## config.mk

```make
export PLATFORM = sky130hd
export DESIGN_NAME = mefi_top
export DESIGN_NICKNAME = d
export VERILOG_FILES = /design/src/hw/mefi_top.v /design/src/hw/mefi_queue.v /design/src/hw/mefi_knock.v
export VERILOG_INCLUDE_DIRS = /design/src /design/src/hw
export SDC_FILE = /design/constraint.sdc
export NUM_CORES = 2
export LEC_CHECK = 0
export BUFFER_PORTS_ARGS = -buffer_cell sky130_fd_sc_hd__buf_2
export CAP_MARGIN = 5
export CORE_ASPECT_RATIO = 1.4
export CORE_MARGIN = 3
export CORE_UTILIZATION = 57
export CTS_CLUSTER_DIAMETER = 30
export DETAILED_ROUTE_END_ITERATION = 6
export GPL_ROUTABILITY_DRIVEN = 0
export MAX_ROUTING_LAYER = met4
export PLACE_DENSITY = 0.79
export SKIP_LAST_GASP = 1
export SYNTH_ARGS = -nofsm -noshare
export SYNTH_HDL_FRONTEND = slang
export SYNTH_SLANG_ARGS = --single-unit
```

## constraint.sdc

```tcl
create_clock -name clk -period 7.9 [get_ports clk]
set_input_delay 1.185 -clock clk [delete_from_list [all_inputs] [get_ports clk]]
set_output_delay 1.185 -clock clk [all_outputs]
set_load 0.01 [all_outputs]
```

## src/hw/mefi_consts.vh

```
// Constants shared by the motion event queue and interrupt block.
`ifndef MEFI_CONSTS_VH
`define MEFI_CONSTS_VH

`define MEFI_CLK_NS 40
`define MEFI_TICK_NS 625000
`define MEFI_TICKS_PER_SEC 1600
`define MEFI_DROP_SHIFT 3
`define MEFI_GAP_SHIFT 1
`define MEFI_DEPTH 32
`define MEFI_THR_SHIFT 4

`define MEFI_ADDR_KNOCK_THR 6'h1d
`define MEFI_ADDR_KNOCK_DUR 6'h21
`define MEFI_ADDR_KNOCK_GAP 6'h22
`define MEFI_ADDR_KNOCK_SPAN 6'h23
`define MEFI_ADDR_MOTION_THR 6'h24
`define MEFI_ADDR_STILL_THR 6'h25
`define MEFI_ADDR_STILL_TIME 6'h26
`define MEFI_ADDR_DROP_THR 6'h28
`define MEFI_ADDR_DROP_TIME 6'h29
`define MEFI_ADDR_IRQ_EN 6'h2e
`define MEFI_ADDR_IRQ_PIN 6'h2f
`define MEFI_ADDR_IRQ_CAUSE 6'h30
`define MEFI_ADDR_FMT 6'h31
`define MEFI_ADDR_DATA_FIRST 6'h32
`define MEFI_ADDR_DATA_LAST 6'h37
`define MEFI_ADDR_QCTRL 6'h38
`define MEFI_ADDR_QSTAT 6'h39

`define MEFI_BIT_READY 7
`define MEFI_BIT_SINGLE 6
`define MEFI_BIT_DOUBLE 5
`define MEFI_BIT_MOTION 4
`define MEFI_BIT_STILL 3
`define MEFI_BIT_DROP 2
`define MEFI_BIT_WMARK 1
`define MEFI_BIT_OVERRUN 0

`define MEFI_FMT_SELF_TEST 7
`define MEFI_QMODE_HI 7
`define MEFI_QMODE_LO 6
`define MEFI_QTRIG_PIN 5
`define MEFI_QSAMPLES_HI 4
`define MEFI_QSTAT_TRIG 7

`define MEFI_MODE_BYPASS 2'h0
`define MEFI_MODE_FILL 2'h1
`define MEFI_MODE_STREAM 2'h2
`define MEFI_MODE_TRIG 2'h3

`define MEFI_RST_BYTE 8'h00

`endif

```

## src/hw/mefi_top.v

```verilog
// Event flags, interrupt routing and sample queue of the motion sensor.
`timescale 1ns/1ps
`default_nettype none
`include "mefi_consts.vh"
// Contract
// - Two interrupt outputs; enabled sources routed by pin select bit.
// - Data flags clear by data reads; others clear on cause register read.
// - New-sample flag is high while unread sample data remains.
// - Single knock: one hit above threshold shorter than knock duration.
// - Double knock: second hit starts after gap delay, within span.
// - Activity flag sets when acceleration exceeds motion threshold.
// - Inactivity sets after acceleration stays below still threshold past still time.
// - Drop sets when all axes stay below drop threshold past drop time.
// - Watermark high while queue level reaches the sample-count field.
// - Overrun on unread overwrite in bypass, on full queue otherwise.
// - 32-entry sample queue with bypass, fill-once, streaming, triggered modes.
// - Bypass keeps queue empty; data bytes show the latest sample.
// - Fill-once stores until full then refuses new samples.
// - Streaming keeps newest 32, dropping oldest when full.
// - Triggered keeps newest, trims to n on trigger, then fills once.
// - One trigger only until bypass, status read, then triggered again.
// - Outside bypass each data read pops the oldest sample into data bytes.
// - Single-byte data read discards rest of that queued sample.
// - Self-test bit adds a test force to the measured samples.
module mefi_top #(
  parameter TICK_CYC = `MEFI_TICK_NS / `MEFI_CLK_NS,
  parameter DEPTH = `MEFI_DEPTH,
  parameter AW = 5,
  parameter [15:0] ST_X = 16'h0040,
  parameter [15:0] ST_Y = 16'hffc0,
  parameter [15:0] ST_Z = 16'h0060
) (
  input wire clk,
  input wire rstn,
  input wire sel_n,
  input wire [5:0] reg_addr,
  input wire reg_wr,
  input wire reg_rd,
  input wire [7:0] reg_wdata,
  output reg [7:0] reg_rdata_ff,
  input wire smp_valid,
  input wire [15:0] smp_x,
  input wire [15:0] smp_y,
  input wire [15:0] smp_z,
  output reg irq_out_a_ff,
  output reg irq_out_b_ff,
  output wire self_test_en
);
  //////////////////////////////////////////////////////////////////////////////
  function [15:0] mefi_abs;
    input [15:0] v;
    begin
      mefi_abs = v[15] ? (~v + 16'h0001) : v;
    end
  endfunction

  function in_data;
    input [5:0] a;
    begin
      in_data = (a >= `MEFI_ADDR_DATA_FIRST) && (a <= `MEFI_ADDR_DATA_LAST);
    end
  endfunction

  //////////////////////////////////////////////////////////////////////////////
  reg [7:0] knock_threshold_ff;
  reg [7:0] knock_duration_ff;
  reg [7:0] knock_gap_delay_ff;
  reg [7:0] second_knock_span_ff;
  reg [7:0] motion_threshold_ff;
  reg [7:0] still_threshold_ff;
  reg [7:0] still_drop_time;
  reg [7:0] drop_threshold_ff;
  reg [7:0] drop_drop_time;
  reg [7:0] irq_enable_ff;
  reg [7:0] irq_pin_select_ff;
  reg [7:0] output_format_ctrl_ff;
  reg [7:0] queue_control_ff;
  reg [7:0] sticky_ff;
  reg overrun_ff;
  reg unread_ff;
  reg [47:0] hold_ff;
  reg data_burst_ff;
  reg trig_done_ff;
  reg rearm_ok_ff;
  reg sel_meta_ff;
  reg sel_sync_ff;
  reg sel_prev_ff;
  reg [15:0] tick_cnt_ff;
  reg [10:0] sec_cnt_ff;
  reg [7:0] mag_ff;
  reg [8:0] still_cnt_ff;
  reg [10:0] drop_cnt_ff;
  reg motion_evt_ff;
  reg [7:0] nxt_rdata;

  wire [1:0] mode = queue_control_ff[`MEFI_QMODE_HI:`MEFI_QMODE_LO];
  wire bypass = (mode == `MEFI_MODE_BYPASS);
  wire [AW:0] samples_n = {1'b0, queue_control_ff[`MEFI_QSAMPLES_HI:0]};
  wire [AW:0] q_count;
  wire q_full;
  wire [47:0] q_head;
  wire single_evt;
  wire double_evt;

  //////////////////////////////////////////////////////////////////////////////
  // The select pin is asynchronous to clk; its rising edge is taken from the second and third flops.
  always @(posedge clk) begin
    if (!rstn) begin
      sel_meta_ff <= 1'b1;
      sel_sync_ff <= 1'b1;
      sel_prev_ff <= 1'b1;
    end else begin
      sel_meta_ff <= sel_n;
      sel_sync_ff <= sel_meta_ff;
      sel_prev_ff <= sel_sync_ff;
    end
  end
  wire sel_rise = sel_sync_ff & ~sel_prev_ff;

  //////////////////////////////////////////////////////////////////////////////
  // self-test force
  assign self_test_en = output_format_ctrl_ff[`MEFI_FMT_SELF_TEST];
  wire [15:0] ax = self_test_en ? (smp_x + ST_X) : smp_x;
  wire [15:0] ay = self_test_en ? (smp_y + ST_Y) : smp_y;
  wire [15:0] az = self_test_en ? (smp_z + ST_Z) : smp_z;
  wire [47:0] smp_word = {az, ay, ax};

  wire [15:0] abs_x = mefi_abs(ax);
  wire [15:0] abs_y = mefi_abs(ay);
  wire [15:0] abs_z = mefi_abs(az);
  wire [15:0] abs_xy = (abs_x > abs_y) ? abs_x : abs_y;
  wire [15:0] abs_max = (abs_xy > abs_z) ? abs_xy : abs_z;
  wire [15:0] abs_scaled = abs_max >> `MEFI_THR_SHIFT;
  wire [7:0] mag_now = (abs_scaled[15:8] != 8'h00) ? 8'hff : abs_scaled[7:0];

  //////////////////////////////////////////////////////////////////////////////
  // Knock and drop detectors step on a 625 us tick, inactivity on a 1 s tick, so long times need no wide counters.
  wire tick = (tick_cnt_ff == TICK_CYC[15:0] - 16'h0001);
  wire sec_tick = tick && (sec_cnt_ff == `MEFI_TICKS_PER_SEC - 1);
  wire still_below = (mag_ff < still_threshold_ff);
  wire drop_below = (mag_ff < drop_threshold_ff);
  wire [10:0] drop_lim = {3'b000, drop_drop_time} << `MEFI_DROP_SHIFT;
  wire still_evt = sec_tick && still_below && (still_cnt_ff == {1'b0, still_drop_time});
  wire drop_evt = tick && drop_below && (drop_cnt_ff == drop_lim);

  always @(posedge clk) begin
    if (!rstn) begin
      tick_cnt_ff <= 16'h0000;
      sec_cnt_ff <= 11'h000;
      mag_ff <= 8'h00;
      still_cnt_ff <= 9'h000;
      drop_cnt_ff <= 11'h000;
      motion_evt_ff <= 1'b0;
    end else begin
      tick_cnt_ff <= tick ? 16'h0000 : tick_cnt_ff + 16'h0001;
      if (tick) begin
        sec_cnt_ff <= sec_tick ? 11'h000 : sec_cnt_ff + 11'h001;
      end
      if (smp_valid) begin
        mag_ff <= mag_now;
      end
      motion_evt_ff <= smp_valid && (mag_now > motion_threshold_ff);
      if (!still_below) begin
        still_cnt_ff <= 9'h000;
      end else if (sec_tick && still_cnt_ff != 9'h1ff) begin
        still_cnt_ff <= still_cnt_ff + 9'h001;
      end
      if (!drop_below) begin
        drop_cnt_ff <= 11'h000;
      end else if (tick && drop_cnt_ff != 11'h7ff) begin
        drop_cnt_ff <= drop_cnt_ff + 11'h001;
      end
    end
  end

  mefi_knock u_knock (
    .clk(clk),
    .rstn(rstn),
    .tick(tick),
    .above(mag_ff > knock_threshold_ff),
    .knock_duration(knock_duration_ff),
    .knock_gap_delay(knock_gap_delay_ff),
    .second_knock_span(second_knock_span_ff),
    .single_evt_ff(single_evt),
    .double_evt_ff(double_evt)
  );

  //////////////////////////////////////////////////////////////////////////////
  // a data read ends on leaving the data bytes or on select release
  wire rd_data = reg_rd && in_data(reg_addr);
  wire burst_end = data_burst_ff && ((reg_rd && !in_data(reg_addr)) || sel_rise);
  wire pop = burst_end && !bypass;
  // full queue refuses in fill-once and after a trigger
  wire push = smp_valid && !bypass &&
              (!q_full || mode == `MEFI_MODE_STREAM ||
               (mode == `MEFI_MODE_TRIG && !trig_done_ff));

  wire trig_level = queue_control_ff[`MEFI_QTRIG_PIN] ? irq_out_b_ff : irq_out_a_ff;
  reg trig_prev_ff;
  wire trigger = (mode == `MEFI_MODE_TRIG) && !trig_done_ff && trig_level && !trig_prev_ff;

  mefi_queue #(
    .DEPTH(DEPTH),
    .AW(AW),
    .DW(48)
  ) u_queue (
    .clk(clk),
    .rstn(rstn),
    .flush(bypass),
    .trim(trigger),
    .trim_n(samples_n),
    .push(push),
    .push_data(smp_word),
    .pop(pop),
    .head(q_head),
    .count(q_count),
    .full(q_full)
  );

  always @(posedge clk) begin
    if (!rstn) begin
      hold_ff <= 48'h000000000000;
      unread_ff <= 1'b0;
      data_burst_ff <= 1'b0;
      trig_done_ff <= 1'b0;
      rearm_ok_ff <= 1'b0;
      trig_prev_ff <= 1'b0;
      overrun_ff <= 1'b0;
    end else begin
      trig_prev_ff <= trig_level;
      if (bypass && smp_valid) begin
        hold_ff <= smp_word;
      // head copied every cycle while the queue holds data
      end else if (!bypass && q_count != {(AW+1){1'b0}}) begin
        hold_ff <= q_head;
      end
      // bytes not read are gone after the pop
      if (burst_end) begin
        data_burst_ff <= 1'b0;
      end else if (rd_data) begin
        data_burst_ff <= 1'b1;
      end
      if (bypass && smp_valid) begin
        unread_ff <= 1'b1;
      end else if (burst_end || !bypass) begin
        unread_ff <= 1'b0;
      end
      if ((bypass && smp_valid && unread_ff) || (!bypass && smp_valid && q_full)) begin
        overrun_ff <= 1'b1;
      end else if (burst_end) begin
        overrun_ff <= 1'b0;
      end
      if (trigger) begin
        trig_done_ff <= 1'b1;
      end else if (mode == `MEFI_MODE_TRIG && rearm_ok_ff) begin
        trig_done_ff <= 1'b0;
        rearm_ok_ff <= 1'b0;
      end
      if (bypass && reg_rd && reg_addr == `MEFI_ADDR_QSTAT) begin
        rearm_ok_ff <= 1'b1;
      end
    end
  end

  //////////////////////////////////////////////////////////////////////////////
  // ready while data is unread
  wire ready_lvl = bypass ? unread_ff : (q_count != {(AW+1){1'b0}});
  wire wmark_lvl = (q_count >= samples_n);
  wire [7:0] cause = {ready_lvl, sticky_ff[`MEFI_BIT_SINGLE:`MEFI_BIT_DROP], wmark_lvl, overrun_ff};
  wire cause_rd = reg_rd && (reg_addr == `MEFI_ADDR_IRQ_CAUSE);
  wire [7:0] evt_set = {1'b0, single_evt, double_evt, motion_evt_ff, still_evt, drop_evt, 2'b00};

  always @(posedge clk) begin
    if (!rstn) begin
      sticky_ff <= `MEFI_RST_BYTE;
      irq_out_a_ff <= 1'b0;
      irq_out_b_ff <= 1'b0;
    end else begin
      // cause read clears, a new event wins
      sticky_ff <= evt_set | (cause_rd ? 8'h00 : sticky_ff);
      irq_out_a_ff <= |(cause & irq_enable_ff & ~irq_pin_select_ff);
      irq_out_b_ff <= |(cause & irq_enable_ff & irq_pin_select_ff);
    end
  end

  //////////////////////////////////////////////////////////////////////////////
  always @(posedge clk) begin
    if (!rstn) begin
      knock_threshold_ff <= `MEFI_RST_BYTE;
      knock_duration_ff <= `MEFI_RST_BYTE;
      knock_gap_delay_ff <= `MEFI_RST_BYTE;
      second_knock_span_ff <= `MEFI_RST_BYTE;
      motion_threshold_ff <= `MEFI_RST_BYTE;
      still_threshold_ff <= `MEFI_RST_BYTE;
      still_drop_time <= `MEFI_RST_BYTE;
      drop_threshold_ff <= `MEFI_RST_BYTE;
      drop_drop_time <= `MEFI_RST_BYTE;
      irq_enable_ff <= `MEFI_RST_BYTE;
      irq_pin_select_ff <= `MEFI_RST_BYTE;
      output_format_ctrl_ff <= `MEFI_RST_BYTE;
      queue_control_ff <= `MEFI_RST_BYTE;
    end else if (reg_wr) begin
      if (reg_addr == `MEFI_ADDR_KNOCK_THR) begin
        knock_threshold_ff <= reg_wdata;
      end else if (reg_addr == `MEFI_ADDR_KNOCK_DUR) begin
        knock_duration_ff <= reg_wdata;
      end else if (reg_addr == `MEFI_ADDR_KNOCK_GAP) begin
        knock_gap_delay_ff <= reg_wdata;
      end else if (reg_addr == `MEFI_ADDR_KNOCK_SPAN) begin
        second_knock_span_ff <= reg_wdata;
      end else if (reg_addr == `MEFI_ADDR_MOTION_THR) begin
        motion_threshold_ff <= reg_wdata;
      end else if (reg_addr == `MEFI_ADDR_STILL_THR) begin
        still_threshold_ff <= reg_wdata;
      end else if (reg_addr == `MEFI_ADDR_STILL_TIME) begin
        still_drop_time <= reg_wdata;
      end else if (reg_addr == `MEFI_ADDR_DROP_THR) begin
        drop_threshold_ff <= reg_wdata;
      end else if (reg_addr == `MEFI_ADDR_DROP_TIME) begin
        drop_drop_time <= reg_wdata;
      end else if (reg_addr == `MEFI_ADDR_IRQ_EN) begin
        irq_enable_ff <= reg_wdata;
      end else if (reg_addr == `MEFI_ADDR_IRQ_PIN) begin
        irq_pin_select_ff <= reg_wdata;
      end else if (reg_addr == `MEFI_ADDR_FMT) begin
        output_format_ctrl_ff <= reg_wdata;
      end else if (reg_addr == `MEFI_ADDR_QCTRL) begin
        queue_control_ff <= reg_wdata;
      end
    end
  end

  //////////////////////////////////////////////////////////////////////////////
  always @* begin
    nxt_rdata = 8'h00;
    if (reg_addr == `MEFI_ADDR_KNOCK_THR) begin
      nxt_rdata = knock_threshold_ff;
    end else if (reg_addr == `MEFI_ADDR_KNOCK_DUR) begin
      nxt_rdata = knock_duration_ff;
    end else if (reg_addr == `MEFI_ADDR_KNOCK_GAP) begin
      nxt_rdata = knock_gap_delay_ff;
    end else if (reg_addr == `MEFI_ADDR_KNOCK_SPAN) begin
      nxt_rdata = second_knock_span_ff;
    end else if (reg_addr == `MEFI_ADDR_MOTION_THR) begin
      nxt_rdata = motion_threshold_ff;
    end else if (reg_addr == `MEFI_ADDR_STILL_THR) begin
      nxt_rdata = still_threshold_ff;
    end else if (reg_addr == `MEFI_ADDR_STILL_TIME) begin
      nxt_rdata = still_drop_time;
    end else if (reg_addr == `MEFI_ADDR_DROP_THR) begin
      nxt_rdata = drop_threshold_ff;
    end else if (reg_addr == `MEFI_ADDR_DROP_TIME) begin
      nxt_rdata = drop_drop_time;
    end else if (reg_addr == `MEFI_ADDR_IRQ_EN) begin
      nxt_rdata = irq_enable_ff;
    end else if (reg_addr == `MEFI_ADDR_IRQ_PIN) begin
      nxt_rdata = irq_pin_select_ff;
    end else if (reg_addr == `MEFI_ADDR_IRQ_CAUSE) begin
      nxt_rdata = cause;
    end else if (reg_addr == `MEFI_ADDR_FMT) begin
      nxt_rdata = output_format_ctrl_ff;
    end else if (in_data(reg_addr)) begin
      nxt_rdata = hold_ff[(reg_addr - `MEFI_ADDR_DATA_FIRST) * 8 +: 8];
    end else if (reg_addr == `MEFI_ADDR_QCTRL) begin
      nxt_rdata = queue_control_ff;
    end else if (reg_addr == `MEFI_ADDR_QSTAT) begin
      nxt_rdata = {trig_done_ff, 1'b0, q_count};
    end
  end

  always @(posedge clk) begin
    if (!rstn) begin
      reg_rdata_ff <= 8'h00;
    end else if (reg_rd) begin
      reg_rdata_ff <= nxt_rdata;
    end
  end
endmodule // mefi_top
`default_nettype wire

```

## src/hw/mefi_queue.v

```verilog
// Ring buffer of three-axis samples with push, pop, flush and trim.
`timescale 1ns/1ps
`default_nettype none
module mefi_queue #(
  parameter DEPTH = 32,
  parameter AW = 5,
  parameter DW = 48
) (
  input wire clk,
  input wire rstn,
  input wire flush,
  input wire trim,
  input wire [AW:0] trim_n,
  input wire push,
  input wire [DW-1:0] push_data,
  input wire pop,
  output wire [DW-1:0] head,
  output wire [AW:0] count,
  output wire full
);
  reg [DW-1:0] mem_ff [0:DEPTH-1];
  reg [AW-1:0] wr_ptr_ff;
  reg [AW-1:0] rd_ptr_ff;
  reg [AW:0] count_ff;
  wire do_pop;
  wire drop_old;

  assign full = (count_ff == DEPTH[AW:0]);
  assign head = mem_ff[rd_ptr_ff];
  assign count = count_ff;
  // A push into a full buffer drops the oldest entry to make room.
  assign drop_old = push & full;
  assign do_pop = (pop & (count_ff != {(AW+1){1'b0}})) | drop_old;

  always @(posedge clk) begin
    if (push) begin
      mem_ff[wr_ptr_ff] <= push_data;
    end
  end

  always @(posedge clk) begin
    if (!rstn || flush) begin
      wr_ptr_ff <= {AW{1'b0}};
      rd_ptr_ff <= {AW{1'b0}};
      count_ff <= {(AW+1){1'b0}};
    end else if (trim) begin
      if (count_ff > trim_n) begin
        rd_ptr_ff <= wr_ptr_ff - trim_n[AW-1:0];
        count_ff <= trim_n;
      end
    end else begin
      if (push) begin
        wr_ptr_ff <= wr_ptr_ff + 1'b1;
      end
      if (do_pop) begin
        rd_ptr_ff <= rd_ptr_ff + 1'b1;
      end
      if (push && !do_pop) begin
        count_ff <= count_ff + 1'b1;
      end else if (!push && do_pop) begin
        count_ff <= count_ff - 1'b1;
      end
    end
  end
endmodule // mefi_queue
`default_nettype wire

```

## src/hw/mefi_knock.v

```verilog
// Single and double knock detector stepped by the 625 us tick.
`timescale 1ns/1ps
`default_nettype none
module mefi_knock (
  input wire clk,
  input wire rstn,
  input wire tick,
  input wire above,
  input wire [7:0] knock_duration,
  input wire [7:0] knock_gap_delay,
  input wire [7:0] second_knock_span,
  output reg single_evt_ff,
  output reg double_evt_ff
);
  localparam ST_IDLE = 3'b000;
  localparam ST_HIT1 = 3'b001;
  localparam ST_GAP = 3'b010;
  localparam ST_SPAN = 3'b011;
  localparam ST_HIT2 = 3'b100;
  localparam ST_QUIET = 3'b101;

  reg [2:0] state_ff;
  reg [9:0] cnt_ff;
  wire [9:0] cnt_inc = cnt_ff + 10'h001;
  wire [9:0] dur_lim = {2'b00, knock_duration};
  wire [9:0] gap_lim = {2'b00, knock_gap_delay} << `MEFI_GAP_SHIFT;
  wire [9:0] span_lim = {2'b00, second_knock_span} << `MEFI_GAP_SHIFT;

  always @(posedge clk) begin
    if (!rstn) begin
      state_ff <= ST_IDLE;
      cnt_ff <= 10'h000;
      single_evt_ff <= 1'b0;
      double_evt_ff <= 1'b0;
    end else begin
      single_evt_ff <= 1'b0;
      double_evt_ff <= 1'b0;
      if (tick) begin
        case (state_ff)
          ST_IDLE: begin
            cnt_ff <= 10'h000;
            if (above && knock_duration != 8'h00) begin
              state_ff <= ST_HIT1;
            end
          end
          ST_HIT1: begin
            if (above) begin
              cnt_ff <= cnt_inc;
              if (cnt_inc >= dur_lim) begin
                state_ff <= ST_QUIET;
              end
            end else begin
              single_evt_ff <= 1'b1;
              cnt_ff <= 10'h000;
              if (gap_lim != 10'h000 && span_lim != 10'h000) begin
                state_ff <= ST_GAP;
              end else begin
                state_ff <= ST_IDLE;
              end
            end
          end
          ST_GAP: begin
            cnt_ff <= cnt_inc;
            if (cnt_inc >= gap_lim) begin
              cnt_ff <= 10'h000;
              state_ff <= ST_SPAN;
            end
          end
          ST_SPAN: begin
            if (above) begin
              cnt_ff <= 10'h000;
              state_ff <= ST_HIT2;
            end else begin
              cnt_ff <= cnt_inc;
              if (cnt_inc >= span_lim) begin
                state_ff <= ST_IDLE;
              end
            end
          end
          ST_HIT2: begin
            if (above) begin
              cnt_ff <= cnt_inc;
              if (cnt_inc >= dur_lim) begin
                state_ff <= ST_QUIET;
              end
            end else begin
              double_evt_ff <= 1'b1;
              state_ff <= ST_IDLE;
            end
          end
          ST_QUIET: begin
            if (!above) begin
              state_ff <= ST_IDLE;
            end
          end
          default: begin
            state_ff <= ST_IDLE;
          end
        endcase
      end
    end
  end
endmodule // mefi_knock
`default_nettype wire

```

==> flow_summary.toml <==
[yosys]
yosysSeqAreaShare_pct = 68.53
synth_edf_count = 1536
ys_top_cells_by_area = "edfxtp_1 (61%), mux4_2 (15%), dfxtp_1 (7.1%)"
synth-seq-cells = 1804
synthTopCellsByCount = "edfxtp_1 (1536), mux4_2 (488), nor2_1 (319), dfxtp_1 (268), nand2_1 (252)"
async_reset_ff_share_pct = 0
syn-num-nets = 4603
avgSynthCellArea_um2 = 17.02
ys_types = 91
synth_most_common_cell = "edfxtp_1"
yosys.area.top_type = "edfxtp_1"
synth_area_mm2 = 0.07513
ys.flop_type = "edfxtp_1"
yosys_warnings = 0
yosys.area.top_type_share_pct = 61.39
synth_cells = 4414

[grt]
grt_first_pass_wirelength_um = 310800
grt_max_degree = 148
track_usage_pct = 32.59
overflow = 0
grt_pass1_vias = 45330
grt_antenna_before_repair = 18

[sta]
finalMaxSlewViolations = 0
whs_ns = 0.4388
fin_crit_ns = 7.346
finalHoldViolCount = 0
fmax_mhz = 136.1
skew_ns = 0.05597
fin_crit_sh_pct = 92.99
max_slew.worst_pin.slew_ns = 1.234
setup_viol = 0
slew_headroom_pct = 17.55
rsz0062_at_grt = "false"
finalWorstSetupSlack_ns = 0.5536

[clock_tree]
cts_tree = "built"
clk_path_buf_depth = 3
cts_buffers = 215
path_clk_slew_ns = 0.06
cts_resized = 0
cts_setup_buffers = 0
clock_latency_ns = 0.87
cts_root_buffer = "clkbuf_16"
clock_sinks = 1804
postCtsHoldBufs = 0
htree_levels = 4

[die]
start_util_pct = 57.43
std_cell_rows = 157
core_mm2 = 0.1308
die_w_um = 312.8
io_pins = 79
die-area_mm2 = 0.1363
die_y_um = 435.6

[status]
violations = "design-rule violations"
status = "finished with violations"

[drt]
m1WireLength_um = 69510
vias = 45030
ant_nets = 0
vias_per_cell = 6.879
drc = 10
detail_route.wl_per_cell_um = 32.78
drt-total-wl_um = 214600
met3_length_um = 26250
dr.pass1.iters = 7
top_layer_used = "met4"
routed-wl-met2_um = 104000
dr.first_iter.drc_count = 6477

[critical_path]
crit_fanout = 27
crit_slowest_cell = "nor3_1"
required_ns = 8.62
cp_slowest_stage_delay_ns = 0.54
critPathCaptureType = "flip-flop"
worstSetupPathType = "flip-flop to flip-flop"
critPathLaunchType = "flip-flop"
worstPathArrival_ns = 8.06

[cells_and_area]
fin_area_mm2 = 0.08573
drive_above_1_share_pct = 24.07
finalNetCount = 4780
area.growth.synth_to_final_pct = 14.11

[placement]
dp_hpwl_um = 112800
dpl-instance-area_mm2 = 0.07808
place_ws_ns = -0.04173
portBuffers = 78

[power]
power_density_mw_per_mm2 = 250.0
p_total_mw = 21.43
power_leakage_nw = 26.99
vdd.ir_drop.worst_mv = 0.2615

[hold_path]
hp-class = "flip-flop to flip-flop"

[job]
max-cap-violations = 0
==> worst paths after layout <==
| path | slack (ns) | end | cells past startpoint | from |
|---|---|---|---|---|
| setup / recovery | 0.55 | motion_evt_ff | 30 | output_format_ctrl_ff[7] |
| hold / removal | 0.44 | sel_prev_ff | 1 | sel_sync_ff |
| setup reg to reg | 0.55 | motion_evt_ff | 30 | output_format_ctrl_ff[7] |
| hold reg to reg | 0.44 | sel_prev_ff | 1 | sel_sync_ff |
==> power breakdown <==
part | total, mW | switching, mW | internal, mW
Combinational | 0.698 | 0.493 | 0.205
Clock | 10.4 | 4.36 | 6.00
Sequential | 10.4 | 0.0388 | 10.3
Total | 21.4 | 4.89 | 16.5
==> per-layer routing <==
layer  global-route usage [%]  up-vias
li1                         -    17960
met1                    38.29    22680
met2                    50.78     3454
met3                    8.924      941
met4                    19.01        0
met5                        -        -
==> final cells by class <==
type / count / area, um^2
clock buffer: 237 / 5629
clock inverter: 167 / 1966
fill: 8255 / 45100
sequential: 1804 / 51510
multi-input combinational: 2248 / 22530
tap: 1749 / 2188
antenna: 19 / 47.55
timing repair buffer: 190 / 1356
inverter: 132 / 500.5
==> logic make-up (layout without fill, tap and decap cells) <==
| logic type | after synthesis | count (layout) | share of synthesized area, % |
|---|---|---|---|
| AO/OA/AOI/OAI | 511 | 511 | 4.365 |
| XOR/XNOR | 141 | 141 | 1.644 |
| adder cells (fa/ha/maj) | 121 | 121 | 2.035 |
| buffers and inverters | 362 | 726 | 1.910 |
| flip-flops | 1804 | 1804 | 68.53 |
| multiplexers | 600 | 600 | 16.12 |
| other | 0 | 19 | 0 |
| AND/OR/NAND/NOR | 875 | 875 | 5.389 |
==> worst max-delay path: cells and delay by family, from the launching register on <==
kind            cells  cell delay (ns)
simple gates       10             2.28
fa+ha+maj           3             0.83
buf+inv             3             0.66
flops               1             0.44
mux                 1             0.34
compound gates     12             2.17
xor+xnor            1             0.47
==> cell usage in the layout (no fill, tap or decap), types with 12 or more instances in the layout <==
master,instances
nand4_1,35
inv_1,129
o21ai_0,103
xnor2_1,83
edfxtp_1,1536
nor3_1,32
nor2_4,32
or3_1,15
a31oi_1,22
o211ai_1,15
clkinv_1,13
nor2b_1,13
inv_8,20
mux2i_1,110
o21a_1,12
buf_2,78
mux4_2,488
clkinvlp_4,20
buf_4,102
a21o_1,24
a221oi_1,69
nor2_1,287
clkinv_2,20
nand3_1,92
nand2b_1,18
clkinv_4,13
a21oi_1,165
diode_2,19
dfxtp_1,262
xor2_1,52
o21ai_1,13
inv_6,45
clkbuf_16,220
nand2_1,252
ha_1,119
bufinv_16,21
==> metrics by stage <==
step | setup TNS (ns) | util, % | instances
2_1_floorplan | 0 | - | 4414
3_3_place_gp | 0 | 59.69 | 6123
3_5_place_dp | -0.04173 | 59.69 | 6123
4_1_cts | 0 | 65.49 | 6527
5_1_grt | 0 | 65.52 | 6542
6_report | 0 | 65.53 | 6546
==> registers in the layout, indices dropped and copies added (netlist names), 9 cells and up, named ones only <==
name / flops
tick_cnt_ff: 16
sec_cnt_ff: 11
u_queue.mem_ff: 1536
still_cnt_ff: 9
drop_cnt_ff: 11
u_knock.cnt_ff: 10
hold_ff: 48
Power figures use the tool's default switching activity.
